[src/rtl/shp_pkg.sv]
// Purpose: Shared constants for the SRAM-like host bus port.
// Assumes: Core clock of 250 MHz (4 ns period).
// Notes: Address is the word address bits [7:1] of the host bus.
package shp_pkg;
    localparam int unsigned CLK_PERIOD_PS = 4000;
    localparam int unsigned T_CSH_MIN_PS = 13000;
    localparam int unsigned T_CYCLE_MIN_PS = 165000;
    localparam int unsigned T_CSDV_MAX_PS = 30000;
    // Least times round up, longest times round down.
    localparam int unsigned CSH_CYC = (T_CSH_MIN_PS + CLK_PERIOD_PS - 1) / CLK_PERIOD_PS;
    localparam int unsigned CYCLE_CYC = (T_CYCLE_MIN_PS + CLK_PERIOD_PS - 1) / CLK_PERIOD_PS;
    localparam int unsigned CSDV_CYC = T_CSDV_MAX_PS / CLK_PERIOD_PS;
    localparam int unsigned DATA_W = 16;
    localparam int unsigned ADDR_W = 7;
    localparam int unsigned FIFO_DEPTH = 16;
    localparam int unsigned BURST_MAX = 16;
    // Word addresses (A[7:1]) of the reachable resources.
    localparam logic [6:0] ADDR_RXD_LO = 7'h00;
    localparam logic [6:0] ADDR_RXD_HI = 7'h03;
    localparam logic [6:0] ADDR_RXSTS = 7'h20;
    localparam logic [6:0] ADDR_TXSTS = 7'h24;
    localparam logic [6:0] ADDR_FREE_RUN = 7'h4e;
    localparam logic [6:0] ADDR_CTRL = 7'h50;
    localparam logic [6:0] ADDR_STATUS = 7'h51;
    localparam logic [15:0] CTRL_RST = 16'h0000;
    localparam logic [15:0] IDLE_DATA = 16'h0000;
    localparam logic [1:0] FIFO_IDX_MASK = 2'h3;
endpackage : shp_pkg

[src/rtl/shp_fifo.sv]
// Purpose: Parameterised synchronous FIFO with valid/ready on both sides.
// Assumes: One clock, synchronous active-low reset.
// Notes: Depth must be a power of two.
`timescale 1ns/10ps
module shp_fifo #(
    parameter int unsigned WIDTH = 16,
    parameter int unsigned DEPTH = 16
) (
    input wire logic ref_clk_i,
    input wire logic reset_n_i,
    input wire logic [WIDTH-1:0] in_data_i,
    input wire logic in_valid_i,
    output logic in_ready_o,
    output logic [WIDTH-1:0] out_data_o,
    output logic out_valid_o,
    input wire logic out_ready_i
);
    localparam int unsigned AW = $clog2(DEPTH);
    logic [WIDTH-1:0] mem [DEPTH];
    logic [AW:0] wr_ptr_ff;
    logic [AW:0] rd_ptr_ff;
    logic push;
    logic pop;
    logic [AW:0] nxt_wr_ptr;
    logic [AW:0] nxt_rd_ptr;
    logic in_ready_ff;

    // Extra pointer bit tells full from empty honestly.
    assign out_valid_o = (wr_ptr_ff != rd_ptr_ff);
    // Ready comes from a flop so that it can leave the block with no logic behind it.
    assign in_ready_o = in_ready_ff;
    assign push = in_valid_i && in_ready_o;
    assign pop = out_valid_o && out_ready_i;
    assign out_data_o = mem[rd_ptr_ff[AW-1:0]];
    assign nxt_wr_ptr = wr_ptr_ff + {{AW{1'b0}}, push};
    assign nxt_rd_ptr = rd_ptr_ff + {{AW{1'b0}}, pop};

    // Storage write.
    always_ff @(posedge ref_clk_i) begin
        if (push) begin
            mem[wr_ptr_ff[AW-1:0]] <= in_data_i;
        end
    end

    // Pointer update.
    always_ff @(posedge ref_clk_i) begin
        if (!reset_n_i) begin
            wr_ptr_ff <= '0;
            rd_ptr_ff <= '0;
            in_ready_ff <= 1'b1;
        end else begin
            wr_ptr_ff <= nxt_wr_ptr;
            rd_ptr_ff <= nxt_rd_ptr;
            in_ready_ff <= (nxt_wr_ptr[AW-1:0] != nxt_rd_ptr[AW-1:0]) ||
                           (nxt_wr_ptr[AW] == nxt_rd_ptr[AW]);
        end
    end
endmodule : shp_fifo

[src/rtl/shp_host_port.sv]
// Purpose: Device side of an SRAM-like 16-bit host bus port with a receive data FIFO.
// Assumes: Host strobes are asynchronous to ref_clk_i and are synchronised here.
// Notes: Host-side timing (spacing, strobe widths) is the host's duty and is not policed.
`timescale 1ns/10ps
module shp_host_port
    import shp_pkg::*;
(
    input wire logic ref_clk_i,
    input wire logic reset_n_i,
    input wire logic chip_select_n_i,
    input wire logic read_strobe_n_i,
    input wire logic write_strobe_n_i,
    input wire logic fifo_sel_i,
    input wire logic [ADDR_W-1:0] addr_i,
    input wire logic [DATA_W-1:0] data_i,
    output logic [DATA_W-1:0] data_o,
    output logic data_oe_o,
    input wire logic [DATA_W-1:0] rx_data_i,
    input wire logic rx_valid_i,
    output logic rx_ready_o,
    input wire logic [DATA_W-1:0] rx_status_i,
    input wire logic [DATA_W-1:0] tx_status_i,
    output logic [DATA_W-1:0] ctrl_o
);
    typedef enum logic [1:0] {
        SHP_IDLE = 2'b00,
        SHP_READ = 2'b01,
        SHP_WRITE = 2'b10
    } shp_state_e;

    // Decodes a direct receive-FIFO access from address and select.
    function automatic logic is_fifo_addr(input logic sel, input logic [ADDR_W-1:0] a);
        is_fifo_addr = sel || (a >= ADDR_RXD_LO && a <= ADDR_RXD_HI);
    endfunction : is_fifo_addr

    ////////////////////////////////////////////////////////////////////////////
    // Three-stage synchronisers; a change counts once stages two and three agree.
    localparam int unsigned NSYNC = 4 + ADDR_W + DATA_W;
    logic [NSYNC-1:0] pin_raw;
    logic [NSYNC-1:0] s1_ff;
    logic [NSYNC-1:0] s2_ff;
    logic [NSYNC-1:0] s3_ff;
    logic [NSYNC-1:0] filt_ff;
    assign pin_raw = {chip_select_n_i, read_strobe_n_i, write_strobe_n_i, fifo_sel_i, addr_i,
                      data_i};

    genvar gi;
    generate
        for (gi = 0; gi < NSYNC; gi++) begin : g_sync
            // Filtered level only moves when the last two stages agree.
            always_ff @(posedge ref_clk_i) begin
                if (!reset_n_i) begin
                    s1_ff[gi] <= 1'b1;
                    s2_ff[gi] <= 1'b1;
                    s3_ff[gi] <= 1'b1;
                    filt_ff[gi] <= 1'b1;
                end else begin
                    s1_ff[gi] <= pin_raw[gi];
                    s2_ff[gi] <= s1_ff[gi];
                    s3_ff[gi] <= s2_ff[gi];
                    if (s2_ff[gi] == s3_ff[gi]) begin
                        filt_ff[gi] <= s3_ff[gi];
                    end
                end
            end
        end
    endgenerate

    logic cs_n;
    logic rd_n;
    logic wr_n;
    logic fsel;
    logic [ADDR_W-1:0] addr;
    logic [DATA_W-1:0] wdat;
    assign {cs_n, rd_n, wr_n, fsel, addr, wdat} = filt_ff;

    logic rd_act;
    logic wr_act;
    assign rd_act = !cs_n && !rd_n;
    assign wr_act = !cs_n && !wr_n;

    ////////////////////////////////////////////////////////////////////////////
    // Receive data FIFO in the data path.
    logic [DATA_W-1:0] q_data;
    logic q_valid;
    logic q_pop;
    shp_fifo #(
        .WIDTH(DATA_W),
        .DEPTH(FIFO_DEPTH)
    ) u_rx_fifo (
        .ref_clk_i(ref_clk_i),
        .reset_n_i(reset_n_i),
        .in_data_i(rx_data_i),
        .in_valid_i(rx_valid_i),
        .in_ready_o(rx_ready_o),
        .out_data_o(q_data),
        .out_valid_o(q_valid),
        .out_ready_i(q_pop)
    );

    ////////////////////////////////////////////////////////////////////////////
    // Cycle state, free-running counter and control register.
    shp_state_e state_ff;
    logic [ADDR_W-1:0] last_addr_ff;
    logic [DATA_W-1:0] free_run_ff;
    logic [DATA_W-1:0] snap_ff;
    logic [DATA_W-1:0] ctrl_ff;
    logic [DATA_W-1:0] wr_data_ff;
    logic [4:0] burst_cnt_ff;
    logic rd_start;
    logic rd_step;

    assign rd_start = (state_ff == SHP_IDLE) && rd_act;
    // Direct FIFO bursts step on the two low word-address bits; the upper bits are ignored.
    assign rd_step = (state_ff == SHP_READ) && rd_act &&
                     (fsel ? (((addr[1:0] ^ last_addr_ff[1:0]) & FIFO_IDX_MASK) != 2'h0)
                           : (addr != last_addr_ff));
    // Each word read pops one FIFO entry; direct-select bursts have no word limit.
    assign q_pop = (rd_start || rd_step) && is_fifo_addr(fsel, addr) && q_valid;

    // Read and write cycle tracking.
    always_ff @(posedge ref_clk_i) begin
        if (!reset_n_i) begin
            state_ff <= SHP_IDLE;
            last_addr_ff <= '0;
            burst_cnt_ff <= '0;
        end else begin
            unique case (state_ff)
                SHP_IDLE: begin
                    if (rd_act) begin
                        state_ff <= SHP_READ;
                        burst_cnt_ff <= 5'h01;
                    end else if (wr_act) begin
                        state_ff <= SHP_WRITE;
                    end
                    last_addr_ff <= addr;
                end
                SHP_READ: begin
                    if (!rd_act) begin
                        state_ff <= SHP_IDLE;
                    end else if (rd_step) begin
                        last_addr_ff <= addr;
                        if (burst_cnt_ff != 5'(BURST_MAX)) begin
                            burst_cnt_ff <= burst_cnt_ff + 5'h01;
                        end
                    end
                end
                SHP_WRITE: begin
                    if (!wr_act) begin
                        state_ff <= SHP_IDLE;
                    end
                end
                default: state_ff <= SHP_IDLE;
            endcase
        end
    end

    // Free-running counter, snapped at read start so the host sees a stable value.
    always_ff @(posedge ref_clk_i) begin
        if (!reset_n_i) begin
            free_run_ff <= '0;
            snap_ff <= '0;
        end else begin
            free_run_ff <= free_run_ff + 16'h0001;
            if (rd_start) begin
                snap_ff <= free_run_ff;
            end
        end
    end

    // Write data is sampled on every clock while the strobes are low and kept after, since the host may drop it with the strobe.
    always_ff @(posedge ref_clk_i) begin
        if (!reset_n_i) begin
            wr_data_ff <= '0;
        end else if (wr_act) begin
            wr_data_ff <= wdat;
        end
    end

    // Control register takes the held word once the write cycle has ended.
    always_ff @(posedge ref_clk_i) begin
        if (!reset_n_i) begin
            ctrl_ff <= CTRL_RST;
        end else if (state_ff == SHP_WRITE && !wr_act && last_addr_ff == ADDR_CTRL) begin
            ctrl_ff <= wr_data_ff;
        end
    end
    assign ctrl_o = ctrl_ff;

    // Read mux; fifo select overrides upper address bits.
    logic [DATA_W-1:0] nxt_data;
    always_comb begin
        nxt_data = IDLE_DATA;
        if (is_fifo_addr(fsel, addr)) begin
            nxt_data = q_data;
        end else begin
            unique case (addr)
                ADDR_RXSTS: nxt_data = rx_status_i;
                ADDR_TXSTS: nxt_data = tx_status_i;
                ADDR_FREE_RUN: nxt_data = snap_ff;
                ADDR_CTRL: nxt_data = ctrl_ff;
                ADDR_STATUS: nxt_data = {9'h000, q_valid, burst_cnt_ff, 1'b0};
                default: nxt_data = IDLE_DATA;
            endcase
        end
    end

    // Data is captured at each word start and driven only during a read.
    always_ff @(posedge ref_clk_i) begin
        if (!reset_n_i) begin
            data_o <= IDLE_DATA;
            data_oe_o <= 1'b0;
        end else begin
            data_oe_o <= rd_act;
            if (rd_start || rd_step) begin
                data_o <= nxt_data;
            end
        end
    end
endmodule : shp_host_port

[config.mk]
export PLATFORM = sky130hd
export DESIGN_NAME = shp_host_port
export DESIGN_NICKNAME = d
export VERILOG_FILES = /design/src/rtl/shp_pkg.sv /design/src/rtl/shp_fifo.sv /design/src/rtl/shp_host_port.sv
export SDC_FILE = /design/constraint.sdc
export NUM_CORES = 1
export LEC_CHECK = 0
export BUFFER_PORTS_ARGS = -buffer_cell sky130_fd_sc_hd__buf_2
export CAP_MARGIN = 20
export CORE_MARGIN = 2
export CORE_UTILIZATION = 54
export DETAILED_ROUTE_END_ITERATION = 12
export GPL_TIMING_DRIVEN = 0
export HOLD_SLACK_MARGIN = 0.12
export PLACE_DENSITY_LB_ADDON = 0.25
export RECOVER_POWER = 100
export SLEW_MARGIN = 10
export SYNTH_ARGS = -nofsm -noshare
export SYNTH_HDL_FRONTEND = slang
export SYNTH_SLANG_ARGS = --single-unit
[constraint.sdc]
create_clock -name ref_clk_i -period 3.4 [get_ports ref_clk_i]
set_input_delay 1.02 -clock ref_clk_i [delete_from_list [all_inputs] [get_ports ref_clk_i]]
set_output_delay 1.02 -clock ref_clk_i [all_outputs]
set_load 0.02 [all_outputs]
# --- Yosys cells after proc, flatten, opt, wreduce, memory -nomap -nowiden ---
# Memory sizes are Yosys's and may differ from the RTL's. A register that Yosys moved wholly into a read port is not among the register bits.
# Index checks and enable logic that the tools add are counted.
word_totals:
  ff_bits: 214
  latch_bits: 0
  mem_bits_rw: 256
  mem_bits_ro: 0
  inputBits: 78
  wordCells: 219
  memories: 1
memory_table:
  columns: ["memory", "depth", "width", "rd", "rd_clocked_by_memory_dff", "write_ports", "line_no", "rtl"]
  rows:
  - ["u_rx_fifo.mem", 16, 16, 1, 1, 1, "shp_fifo.sv:19", "logic [WIDTH-1:0] mem [DEPTH];"]
classes:
  addsub: 4
  multipliers: 0
  div_mod_pow: 0
  n_lt_le_gt_ge: 2
  eq_ne: 47
  shift: 0
  n_mux: 19
  bitwise_logic: 1
  reduce_logical: 25
op_table:
  columns: ["cell", "count"]
  rows:
  - ["$pmux 16 s5", 1]
  - ["$eq 1x1->1", 28]
  - ["$eq 7x7->1 const B", 4]
  - ["$mux 5", 4]
  - ["$add 16x1->16 const B", 1]
  - ["$mux 16", 1]
  - ["$eq 7x6->1 const B", 2]
  - ["$mux 7", 2]
  - ["$pmux 7 s2", 1]
  - ["$logic_and 1x1->1", 12]
  - ["$add 5x1->5", 2]
  - ["$ne 2x2->1 const B", 5]
  - ["$pmux 5 s2", 1]
  - ["$mux 2", 4]
  - ["$ge 7x1->1 const B", 1]
  - ["$le 7x2->1 const B", 1]
  - ["$ne 7x7->1", 1]
  - ["$pmux 2 s3", 1]
  - ["$reduce_and 3->1", 2]
  - ["$add 5x1->5 const B", 1]
  - ["$ne 5x5->1", 1]
  - ["$ne 5x5->1 const B", 1]
  - ["$reduce_and 5->1", 1]
  - ["$logic_not 1->1", 4]
  - ["other kinds (11)", 16]

# --- Longest topological paths before layout ---
# Gate-level depths: netlist (run 1).
logic_depth:
  depth_word: 11
  depth_mapped: 14
  mapped_depth_nobuf: 10

# --- By module ---
# From an unflattened synthesis (run 1), not the netlist that was laid out.
hier_totals:
  cells_unflattened: 1274
  area_unflattened_um2: 17957.2
modules_own_cells:
  columns: ["module", "instances", "cells_each", "area_each_um2", "seq_area_each_um2"]
  rows:
  - ["shp_fifo", 1, 473, 10433.8, 7907.6]
  - ["shp_host_port", 1, 801, 7523.5, 4063.9]

# --- Least setup slack after synthesis (run 1) ---
# OpenSTA, ideal clock, no wires.
synth_timing:
  kind: "input to register"
  from: "input port rx_valid_i"
  to: "memory u_rx_fifo.mem[0][0], enable pin"
  setup_ps: 409
  arrival_time_ps: 2923
  required_ps: 2991
  setup_slack_ps: 68
  stages: 4
  path_buffers: 1
  path_cell_list: "and2_1 -> clkbuf_1 -> or3b_2 -> nor3_1"
synth_between:
  elab_chain_len: 3
synth_rtl:
  columns: ["item", "line_no", "rtl"]
  rows:
  - ["from (decl)", "shp_host_port.sv:19", "input wire logic rx_valid_i,"]
  - ["$logic_and 1x1->1", "shp_fifo.sv:32", "assign push = in_valid_i && in_ready_o;"]
  - ["$mux 1", "shp_fifo.sv:40", "if (push) begin"]
  - ["$mux 1 (implied by the code)", "shp_fifo.sv:41", "mem[wr_ptr_ff[AW-1:0]] <= in_data_i;"]
  - ["to (decl)", "shp_fifo.sv:19", null]
# Every way passes these cells.

# --- Worst setup path in the final report (run 1) ---
layout_timing:
  from: "input port rx_valid_i"
  to: "memory u_rx_fifo.mem[0][10], enable pin"
# Same word-level chain as after synthesis.

==> results of run 1 <==
[final cells by class]
| cell class | instances | area [um2] |
|---|---|---|
| Multi-Input combinational cell | 730 | 5500 |
| Tap cell | 442 | 553 |
| Fill cell | 2530 | 12000 |
| Clock inverter | 21 | 198 |
| Inverter | 4 | 15.0 |
| Timing Repair Buffer | 131 | 579 |
| Clock buffer | 61 | 1300 |
| Sequential cell | 470 | 12000 |
| Buffer | 79 | 373 |
[through the flow]
step                setup TNS (ps)  util [%]  setup slack, ps  hold WS (ps)
global route                     0      63.0             44.3           422
CTS                              0      63.9             94.9           408
floorplan                        0         -             67.8           386
global placement           -117860      58.3            -1390           388
detailed placement            -393      59.3             -393           392
finish                           0      63.0              123           407
[report_power, final]
part | internal, W | switching [W] | total, W
Combinational | 0.000120 | 0.000198 | 0.000317
Sequential | 0.00607 | 0.0000361 | 0.00611
Clock | 0.00292 | 0.00210 | 0.00502
[worst paths after layout]
path              startpoint                    to  slack (ps)
setup / recovery  rx_valid_i  u_rx_fifo.mem[0][10]         120
hold / removal      s1_ff[4]              s2_ff[4]         410
setup reg to reg     addr[1]  u_rx_fifo.in_ready_o         250
hold reg to reg     s1_ff[4]              s2_ff[4]         410
[registers in the layout, indices dropped and copies added, names as in the netlist]
signal                count
wr_data_ff               16
s3_ff                    27
cs_n                      1
filt_ff                  16
u_rx_fifo.rd_ptr_ff       5
data_o                   16
burst_cnt_ff              5
state_ff                  2
u_rx_fifo.mem           256
rd_n                      1
snap_ff                  16
u_rx_fifo.wr_ptr_ff       5
last_addr_ff              7
data_oe_o                 1
free_run_ff              16
u_rx_fifo.in_ready_o      1
s1_ff                    27
wr_n                      1
ctrl_o                   16
fsel                      1
s2_ff                    27
addr                      7
[placed cells by master, fill, tap and decap left out, types with 4 or more instances in the layout]
master and instances:
sky130_fd_sc_hd__buf_2 75, sky130_fd_sc_hd__or3_1 7, sky130_fd_sc_hd__xor2_1 25, sky130_fd_sc_hd__o21ai_0 49, sky130_fd_sc_hd__mux4_2 64, sky130_fd_sc_hd__o2bb2ai_1 4
sky130_fd_sc_hd__inv_1 4, sky130_fd_sc_hd__clkbuf_16 48, sky130_fd_sc_hd__o221a_2 8, sky130_fd_sc_hd__clkinv_1 8, sky130_fd_sc_hd__a222oi_1 4, sky130_fd_sc_hd__dfxtp_1 214
sky130_fd_sc_hd__and2_0 4, sky130_fd_sc_hd__nand4_1 4, sky130_fd_sc_hd__edfxtp_1 256, sky130_fd_sc_hd__clkbuf_2 4, sky130_fd_sc_hd__a21oi_1 73, sky130_fd_sc_hd__nand2b_1 85
sky130_fd_sc_hd__and3_1 4, sky130_fd_sc_hd__clkinv_2 5, sky130_fd_sc_hd__and2_1 7, sky130_fd_sc_hd__nand3_1 10, sky130_fd_sc_hd__a221oi_1 5, sky130_fd_sc_hd__nor3_1 19
sky130_fd_sc_hd__nand2_1 104, sky130_fd_sc_hd__nor2b_1 18, sky130_fd_sc_hd__clkbuf_1 123, sky130_fd_sc_hd__xnor2_1 8, sky130_fd_sc_hd__buf_4 9, sky130_fd_sc_hd__a211oi_1 32
sky130_fd_sc_hd__mux2i_1 43, sky130_fd_sc_hd__ha_1 7, sky130_fd_sc_hd__mux2_2 9, sky130_fd_sc_hd__nor2_1 92, sky130_fd_sc_hd__nor4b_1 4, sky130_fd_sc_hd__clkbuf_8 5
sky130_fd_sc_hd__a22oi_1 7
[cell families (layout without fill, tap and decap cells)]
family / Yosys count / after routing / share of synthesized area [%]
and+or+nand+nor: 373 / 373 / 10.3
xor gates and xnor gates: 33 / 33 / 1.62
AOI/OAI and AO/OA: 201 / 201 / 7.29
DFF: 470 / 470 / 67.0
adders and majority gates: 7 / 7 / 0.490
buffers and inverters: 83 / 296 / 2.23
muxes: 116 / 116 / 11.0
[layer usage]
metal	up-vias	GRT usage [%]
li1	5094	-
met1	5576	32.5
met2	446	40.9
met3	85	4.54
met4	0	9.29
met5	-	0
[synth_stat cells (10+ instances only)]
cell type,instances
sky130_fd_sc_hd__edfxtp_1,256
sky130_fd_sc_hd__dfxtp_1,214
sky130_fd_sc_hd__nand2_1,104
sky130_fd_sc_hd__nor2_1,92
sky130_fd_sc_hd__nand2b_1,85
sky130_fd_sc_hd__a21oi_1,74
sky130_fd_sc_hd__mux4_2,64
sky130_fd_sc_hd__o21ai_0,48
sky130_fd_sc_hd__mux2i_1,43
sky130_fd_sc_hd__clkbuf_1,37
sky130_fd_sc_hd__a211oi_1,31
sky130_fd_sc_hd__xor2_1,25
sky130_fd_sc_hd__nor3_1,19
sky130_fd_sc_hd__buf_2,18
sky130_fd_sc_hd__nor2b_1,18
sky130_fd_sc_hd__buf_1,11
sky130_fd_sc_hd__and2_1,10
sky130_fd_sc_hd__nand3_1,10
[worst register-to-register path: stages, from the launching register on]
cell	delay [ps]
sky130_fd_sc_hd__dfxtp_1	300
sky130_fd_sc_hd__buf_4	160
sky130_fd_sc_hd__xnor2_1	230
sky130_fd_sc_hd__nand2_1	120
sky130_fd_sc_hd__and3b_1	220
sky130_fd_sc_hd__clkbuf_1	190
sky130_fd_sc_hd__a211o_1	160
sky130_fd_sc_hd__buf_2	280
sky130_fd_sc_hd__nor3_1	130
sky130_fd_sc_hd__ha_1	230
sky130_fd_sc_hd__and3_1	190
sky130_fd_sc_hd__clkbuf_1	160
sky130_fd_sc_hd__nor4b_1	440
sky130_fd_sc_hd__o311ai_2	190
[what timing repair did]
item	CTS	global route
endpoints found under the setup margin	1	1
gates cloned	0	0
gates resized for setup	4	2
==> run metrics, run 1 <==
standard cell with the maximum stage delay on the critical path sky130_fd_sc_hd__or3b_2; most instantiated flip-flop cell in the synthesis netlist sky130_fd_sc_hd__edfxtp_1; worst hold stages 1; Initial DRT Pass Iterations 5; wire length of the first global-routing pass 63,600 um; power density of the placed cells 558 nW/um2; RSZ-0062 raised after global routing no; number of buffers added by the clock tree synthesis step 46; longest individual stage delay on the worst path 530 ps; non-filler instance count after layout 1,938; detailed router's first-iteration violation count 867; Met2 Routed Length 20,400 um; area of the mapped netlist 17,900 um2; overflow left after global routing 0; total die area 34,600 um2; highest routed metal layer met4; Synth async-reset ratio 0%; Reg clk slew, reported paths 60 ps; static leakage 6.92 nW; Synth area leaders sky130_fd_sc_hd__edfxtp_1 43%, sky130_fd_sc_hd__dfxtp_1 24%, sky130_fd_sc_hd__mux4_2 8.1%; Crit path max-delay family simple AND/OR/NAND/NOR gates; slew at the pin closest to its max-slew limit 1080 ps; result of the run finished, final reports clean; final hold vios 0; pins over their slew limit 0; IR drop worst, VDD 475 uV; clock tree from TritonCTS done; total met3 wirelength after detailed routing 3040 um; wire length on met1 17,400 um; kind of capture point of the worst setup path flip-flop; number of inserted diodes 0; Synth Net Count 1,368; number of different library cells in the post-synthesis netlist 59; Layout Area Growth over Synthesis 14.7%; routability congestion estimate 0.871; synthesis warning total 0; number of routed nets with antenna violations 0; sinks on the clock net 470; cell area after placement 19,300 um2; Final Cell Area 20,500 um2; cell type contributing the most total cell area after synthesis sky130_fd_sc_hd__edfxtp_1; antenna violations before repair 0; flip-flop and latch count after synthesis 470; placed cells 1,856; input/output buffers 111; Stages on worst setup path 7; Tot Pwr 0.0114 W; setup violators final 0; total routing resource utilization after global routing 24.6%; I/O pin total 112; post-layout min period 3280 ps; maximum clock skew at final layout 12.0 ps; Arr. time, crit path 3490 ps; number of enable flip-flop cells after synthesis 256; post-synthesis cell count 1,283; number of nets in the finished design 1,547; maximum root-to-sink buffer count 3; share of final-layout standard cells stronger than drive strength 1 16.8%; Total Wirelength 42,200 um; worst-case headroom to the max-slew limit 28.0%; biggest fanout along the worst timing path 8; vias after detailed routing 11,200; average wire per cell in the routed design 21.8 um; count of H-tree levels built during CTS 2; number of remaining DRC errors 0; clk_lat worst skew 550 ps; Die Span Y 186 um; area fraction of the dominant cell type after synthesis 43.0%; pin count of the biggest net entering global routing 17; path depth of the worst reg2reg path 13; nature of the critical path startpoint input pin; starting density of the core 54.9%; number of violations of the max-capacitance limit 0; crit-path most repeated cell sky130_fd_sc_hd__clkbuf_1; required time of the worst setup path 3610 ps; dpl hpwl 29,100 um; post-synthesis area per instance 13.9 um2; final worst-path cycle share 96.4%; Bufs and invs on worst path 4; per-cell via count in the routed design 5.78; Core Footprint 32,500 um2; floorplan die width 186 um; clock root buffer sky130_fd_sc_hd__clkbuf_16; cts-stage hold buffer count 0; Max Freq 305 MHz; Std-Cell Rows 66; Post-CTS Setup Bufs 0; post-synthesis sequential area ratio 67.0%; worst setup path category in2reg; via count of the first global-routing pass 11,100; CP Cell Sequence buf_2 -> and2_0 -> clkbuf_1 -> or3b_2 -> nor3_1 -> clkbuf_1 -> clkbuf_2; path type of the worst min-delay path reg2reg
Power figures use the tool's default switching activity.
==> inputs of run 2 (changes only) <==
- RECOVER_POWER: 100 -> default
==> run metrics, run 2 (synthesis results as in run 1) <==
static leakage 7.23 nW (was 6.92 nW); global routing usage on met1 32.5% (unchanged); Initial DRT Pass Iterations 5 (unchanged); leading cell type in the layout, fill and taps excluded sky130_fd_sc_hd__edfxtp_1 (unchanged); input/output buffers 111 (unchanged); sinks on the clock net 470 (unchanged); detailed router's first-iteration violation count 831 (was 867); power density of the placed cells 551 nW/um2 (was 558 nW/um2); Total Wirelength 42,200 um (about the same); peak-usage layer in the global routing report met2 (unchanged); final hold vios 0 (unchanged); Core Footprint 32,500 um2 (unchanged); final worst-path cycle share 92.0% (was 96.4%); Post-CTS Setup Bufs 0 (unchanged); number of violations of the max-capacitance limit 0 (unchanged); number of flip-flops under the largest register name 256 (unchanged); RSZ-0062 raised after global routing no (unchanged); slew at the pin closest to its max-slew limit 750 ps (was 1080 ps); maximum root-to-sink buffer count 3 (unchanged); TNS Setup 0 ps (unchanged); Arr. time, crit path 3550 ps (was 3490 ps); Die Span Y 186 um (unchanged); antenna violations before repair 0 (unchanged); switching portion of total power 20.4% (about the same); GR Util met3 4.54% (unchanged); placed cells 1,856 (unchanged); clock tree from TritonCTS done (unchanged); area occupied by multi-input gates 5560 um2 (was 5500 um2); worst setup path category reg2reg (was in2reg); total routing resource utilization after global routing 24.6% (unchanged); routability congestion estimate 0.871 (unchanged); overflow left after global routing 0 (unchanged); clock root buffer sky130_fd_sc_hd__clkbuf_16 (unchanged); number of remaining DRC errors 0 (unchanged); P_int 0.00912 W (was 0.00911 W); count of H-tree levels built during CTS 2 (unchanged); fin util 63.9% (was 63.0%); number of inserted diodes 0 (unchanged); required time of the worst setup path 3830 ps (was 3610 ps); non-filler instance count after layout 1,938 (unchanged); per-cell via count in the routed design 5.75 (was 5.78); cts-stage hold buffer count 0 (unchanged); number of nets in the finished design 1,547 (unchanged); FILL cells 2,454 (was 2,530); clk_lat worst skew 550 ps (about the same); share of final-layout standard cells stronger than drive strength 1 22.8% (was 16.8%); worst hold stages 1 (unchanged); share of total power in the clock network 43.8% (was 43.9%); dpl hpwl 29,100 um (unchanged); switching power total 0.00234 W (was 0.00233 W); path depth of the worst reg2reg path 14 (was 13); result of the run finished, final reports clean (unchanged); kind of capture point of the worst setup path flip-flop (unchanged); Reg clk slew, reported paths 60 ps (about the same); wire length of the first global-routing pass 63,600 um (unchanged); via count of the first global-routing pass 11,100 (unchanged); starting density of the core 54.9% (unchanged); Max Freq 320 MHz (was 305 MHz); Tot Pwr 0.0115 W (was 0.0114 W); worst-case headroom to the max-slew limit 49.8% (was 28.0%); number of buffers added by the clock tree synthesis step 46 (unchanged); floorplan die width 186 um (unchanged); Post-Place Worst Slack -393 ps (unchanged); Comb pwr share 2.9% (was 2.8%); I/O pin total 112 (unchanged); pin count of the biggest net entering global routing 17 (unchanged); most used cells in the layout excluding fill and tap cells 256 x sky130_fd_sc_hd__edfxtp_1, 214 x sky130_fd_sc_hd__dfxtp_1, 130 x sky130_fd_sc_hd__buf_2 (was 256 x sky130_fd_sc_hd__edfxtp_1, 214 x sky130_fd_sc_hd__dfxtp_1, 123 x sky130_fd_sc_hd__clkbuf_1); setup ws final 271 ps (was 123 ps); post-layout min period 3130 ps (was 3280 ps); portion of total power attributed to sequential cells 53.3% (was 53.4%); biggest fanout along the worst timing path 10 (was 8); Layout Area Growth over Synthesis 16.4% (was 14.7%); GRT met2 Usage 40.9% (unchanged); vias after detailed routing 11,200 (about the same); nature of the critical path startpoint flip-flop (was input pin); setup violators final 0 (unchanged); path type of the worst min-delay path reg2reg (unchanged); number of routed nets with antenna violations 0 (unchanged); IR drop worst, VDD 476 uV (was 475 uV); maximum clock skew at final layout 9.73 ps (was 12.0 ps); average wire per cell in the routed design 21.7 um (was 21.8 um); Std-Cell Rows 66 (unchanged); FF+latch area 12,000 um2 (unchanged); pins over their slew limit 0 (unchanged); total die area 34,600 um2 (unchanged)
[run 2: metrics by stage]
step,cell area [um2],hold slack (ps)
final,20800,407
after global routing,20800,422
after CTS,20800,408
after detailed placement,19300,392
after global placement,19000,388
after floorplan,17900,386
[run 2: timing repair]
item / 4_1_cts / 5_1_grt
resized for setup: 4 / 2
endpoints found under the setup margin: 1 / 1
pin swaps: 0 / 0
[run 2: power by group through the flow]
stage,Sequential [W],Clock (W),Combinational [W]
2_1_floorplan,0.00622,0,0.000161
3_3_place_gp,0.00623,0,0.000303
3_5_place_dp,0.00623,0,0.000331
4_1_cts,0.00611,0.00510,0.000333
5_1_grt,0.00611,0.00532,0.000363
6_report,0.00611,0.00502,0.000334
[run 2: worst paths after layout]
check	slack, ps	end	start
hold / removal	410	s2_ff[4]	s1_ff[4]
setup / recovery	270	u_rx_fifo.in_ready_o	addr[2]
setup reg to reg	270	u_rx_fifo.in_ready_o	addr[2]
hold reg to reg	410	s2_ff[4]	s1_ff[4]
[run 2: layer usage]
layer / share of wire, % / wire length [um] / vias up
met5: 0 / 0 / -
met4: 3.6 / 1530 / 0
met3: 7.5 / 3160 / 95
met2: 48 / 20100 / 441
met1: 41 / 17400 / 5520
li1: - / - / 5097
[run 2: final cells by class]
class / instances / share of cell area (%)
clock inverter: 21 / 0.951
clock buffer: 61 / 6.25
buffer: 79 / 1.85
inverter: 4 / 0.0722
tap: 442 / 2.66
multi-input combinational: 730 / 26.7
timing repair buffer: 131 / 3.90
sequential: 470 / 57.6
[run 2: worst max-delay path, stage by stage (launching register included)]
cell and delay [ps]:
sky130_fd_sc_hd__dfxtp_1 300, sky130_fd_sc_hd__buf_4 160, sky130_fd_sc_hd__xor2_1 160, sky130_fd_sc_hd__nor2_1 90
sky130_fd_sc_hd__and3b_1 180, sky130_fd_sc_hd__buf_2 150, sky130_fd_sc_hd__a211o_1 300, sky130_fd_sc_hd__buf_2 220
sky130_fd_sc_hd__nor3_1 300, sky130_fd_sc_hd__ha_1 220, sky130_fd_sc_hd__and3_1 170, sky130_fd_sc_hd__clkbuf_1 220
sky130_fd_sc_hd__xnor2_1 150, sky130_fd_sc_hd__nor3_1 70, sky130_fd_sc_hd__o311ai_2 320
==> inputs of run 3 (changes only) <==
- PLACE_DENSITY: default -> 0.77
- PLACE_DENSITY_LB_ADDON: 0.25 -> default
==> run metrics, run 3 (synthesis results as in run 1) <==
result of the run finished, final reports clean (unchanged); crit-path most repeated cell sky130_fd_sc_hd__buf_2; wire length of the first global-routing pass 63,600 um (about the same); average wire per cell in the routed design 21.5 um (was 21.7 um); power density of the placed cells 550 nW/um2 (was 551 nW/um2); number of routed nets with antenna violations 0 (unchanged); Reg clk slew, reported paths 60 ps (about the same); nature of the critical path startpoint flip-flop (unchanged); maximum clock skew at final layout 12.5 ps (was 9.73 ps); biggest fanout along the worst timing path 10 (unchanged); Worst setup startpoint addr[5] (was addr[2]); P_int 0.00906 W (was 0.00912 W); number of buffers added by the clock tree synthesis step 47 (was 46); dpl hpwl 28,300 um (was 29,100 um); Crit path max-delay family buffers and inverters (was simple AND/OR/NAND/NOR gates); IR drop worst, VDD 449 uV (was 476 uV); leading cell type in the layout, fill and taps excluded sky130_fd_sc_hd__edfxtp_1 (unchanged); fin util 63.7% (was 63.9%); TNS Setup 0 ps (unchanged); placed cells 1,853 (was 1,856); number of flip-flops under the largest register name 256 (unchanged); detailed router's first-iteration violation count 922 (was 831); post-layout min period 3150 ps (was 3130 ps); longest individual stage delay on the worst path 360 ps (was 320 ps); final worst-path cycle share 92.7% (was 92.0%); number of remaining DRC errors 0 (unchanged); required time of the worst setup path 3830 ps (about the same); Layout Area Growth over Synthesis 16.1% (was 16.4%); portion of total power attributed to sequential cells 53.6% (was 53.3%); Total Wirelength 41,800 um (was 42,200 um); hold_sp s1_ff[4] (unchanged); number of nets in the finished design 1,545 (was 1,547); overflow left after global routing 0 (unchanged); clock tree from TritonCTS done (unchanged); maximum root-to-sink buffer count 3 (unchanged); worst-case headroom to the max-slew limit 35.2% (was 49.8%); Max Freq 317 MHz (was 320 MHz); worst setup path category reg2reg (unchanged); I/O pin total 112 (unchanged); slew at the pin closest to its max-slew limit 966 ps (was 750 ps); vias after detailed routing 11,300 (was 11,200); kind of capture point of the worst setup path flip-flop (unchanged); setup violators final 0 (unchanged); starting density of the core 54.9% (unchanged); clock root buffer sky130_fd_sc_hd__clkbuf_16 (unchanged); routability congestion estimate 0.856 (was 0.871); Core Footprint 32,500 um2 (unchanged); pins over their slew limit 0 (unchanged); clk_lat worst skew 560 ps (was 550 ps); sinks on the clock net 470 (unchanged); static leakage 7.19 nW (was 7.23 nW); via count of the first global-routing pass 11,100 (about the same); Initial DRT Pass Iterations 5 (unchanged); CP Cell Sequence buf_2 -> xor2_1 -> nor3_1 -> and3b_1 -> buf_2 -> a211o_1 -> buf_2 -> nor3_2 -> ha_1 -> and3_1 -> clkbuf_1 -> xnor2_1 -> nor3_1 -> o311ai_2 (was buf_4 -> xor2_1 -> nor2_1 -> and3b_1 -> buf_2 -> a211o_1 -> buf_2 -> nor3_1 -> ha_1 -> and3_1 -> clkbuf_1 -> xnor2_1 -> nor3_1 -> o311ai_2); Std-Cell Rows 66 (unchanged); count of H-tree levels built during CTS 2 (unchanged); per-cell via count in the routed design 5.81 (was 5.75); number of violations of the max-capacitance limit 0 (unchanged); total die area 34,600 um2 (unchanged); total routing resource utilization after global routing 24.6% (about the same); Bufs and invs on worst path 4 (unchanged); share of total power in the clock network 43.6% (was 43.8%); Comb pwr share 2.8% (was 2.9%); switching portion of total power 20.6% (was 20.4%); antenna violations before repair 0 (unchanged); pin count of the biggest net entering global routing 17 (unchanged); most used cells in the layout excluding fill and tap cells 256 x sky130_fd_sc_hd__edfxtp_1, 214 x sky130_fd_sc_hd__dfxtp_1, 130 x sky130_fd_sc_hd__buf_2 (unchanged); input/output buffers 111 (unchanged); final hold vios 0 (unchanged); FILL cells 2,406 (was 2,454); path type of the worst min-delay path reg2reg (unchanged); standard cell with the maximum stage delay on the critical path sky130_fd_sc_hd__o311ai_2 (unchanged); number of inserted diodes 0 (unchanged); RSZ-0062 raised after global routing no (unchanged); Die Span Y 186 um (unchanged); floorplan die width 186 um (unchanged); Arr. time, crit path 3580 ps (was 3550 ps); Reg2Reg Launch Point addr[5] (was addr[2]); switching power total 0.00234 W (about the same); share of final-layout standard cells stronger than drive strength 1 22.5% (was 22.8%); non-filler instance count after layout 1,939 (was 1,938)
[run 3: changes by cell type in the layout (fill, tap and decap cells not counted), sizes merged]
cell / delta
buf: -3
clkbuf: +3
clkinvlp: +2
clkinv: -1
[run 3: area by class of cell]
cell class                      count  area (um2)  share of cell area, %
Timing Repair Buffer              128         766                   3.69
Inverter                            4        15.0                 0.0724
Sequential cell                   470       12000                   57.7
Clock buffer                       64        1270                   6.15
Buffer                             79         384                   1.85
Tap cell                          442         553                   2.67
Clock inverter                     22         209                   1.01
Multi-Input combinational cell    730        5560                   26.8
[run 3: metrics by stage]
stage,hold WS (ps),worst slack [ps],instance area (um2),power [W]
2_1_floorplan,386,67.8,17900,0.00638
3_3_place_gp,388,-1240,19000,0.00652
3_5_place_dp,392,-346,19200,0.00655
4_1_cts,408,138,20700,0.0115
5_1_grt,418,12.7,20700,0.0117
6_report,406,247,20700,0.0114
[run 3: power by group through the flow]
stage	sequential, W	combinational, W	clock [W]
2_1_floorplan	0.00622	0.000161	0
3_3_place_gp	0.00623	0.000298	0
3_5_place_dp	0.00623	0.000318	0
4_1_cts	0.00611	0.000323	0.00505
5_1_grt	0.00611	0.000351	0.00528
6_report	0.00611	0.000324	0.00497
[run 3: layer usage]
| metal | vias up | wire (um) | track usage (%) |
|---|---|---|---|
| met3 | 82 | 3590 | 4.30 |
| met1 | 5582 | 16700 | 32.5 |
| met2 | 523 | 20300 | 41.2 |
| met4 | 0 | 1180 | 8.25 |
| li1 | 5082 | - | - |
| met5 | - | 0 | 0 |
[run 3: path summary, 6_finish.rpt]
kind | endpoint | slack [ps] | depth (start not counted)
min reg2reg | s2_ff[4] | 410 | 1
max reg2reg | u_rx_fifo.in_ready_o | 250 | 14
max | u_rx_fifo.in_ready_o | 250 | 14
min | s2_ff[4] | 410 | 1
[run 3: timing repair]
| action | 4_1_cts | 5_1_grt |
|---|---|---|
| endpoints found under the setup margin | 1 | 1 |
| setup buffers | 0 | 0 |
| endpoints found under the hold margin | 0 | 0 |
| gates resized for setup | 4 | 1 |
| hold buffers | 0 | 0 |
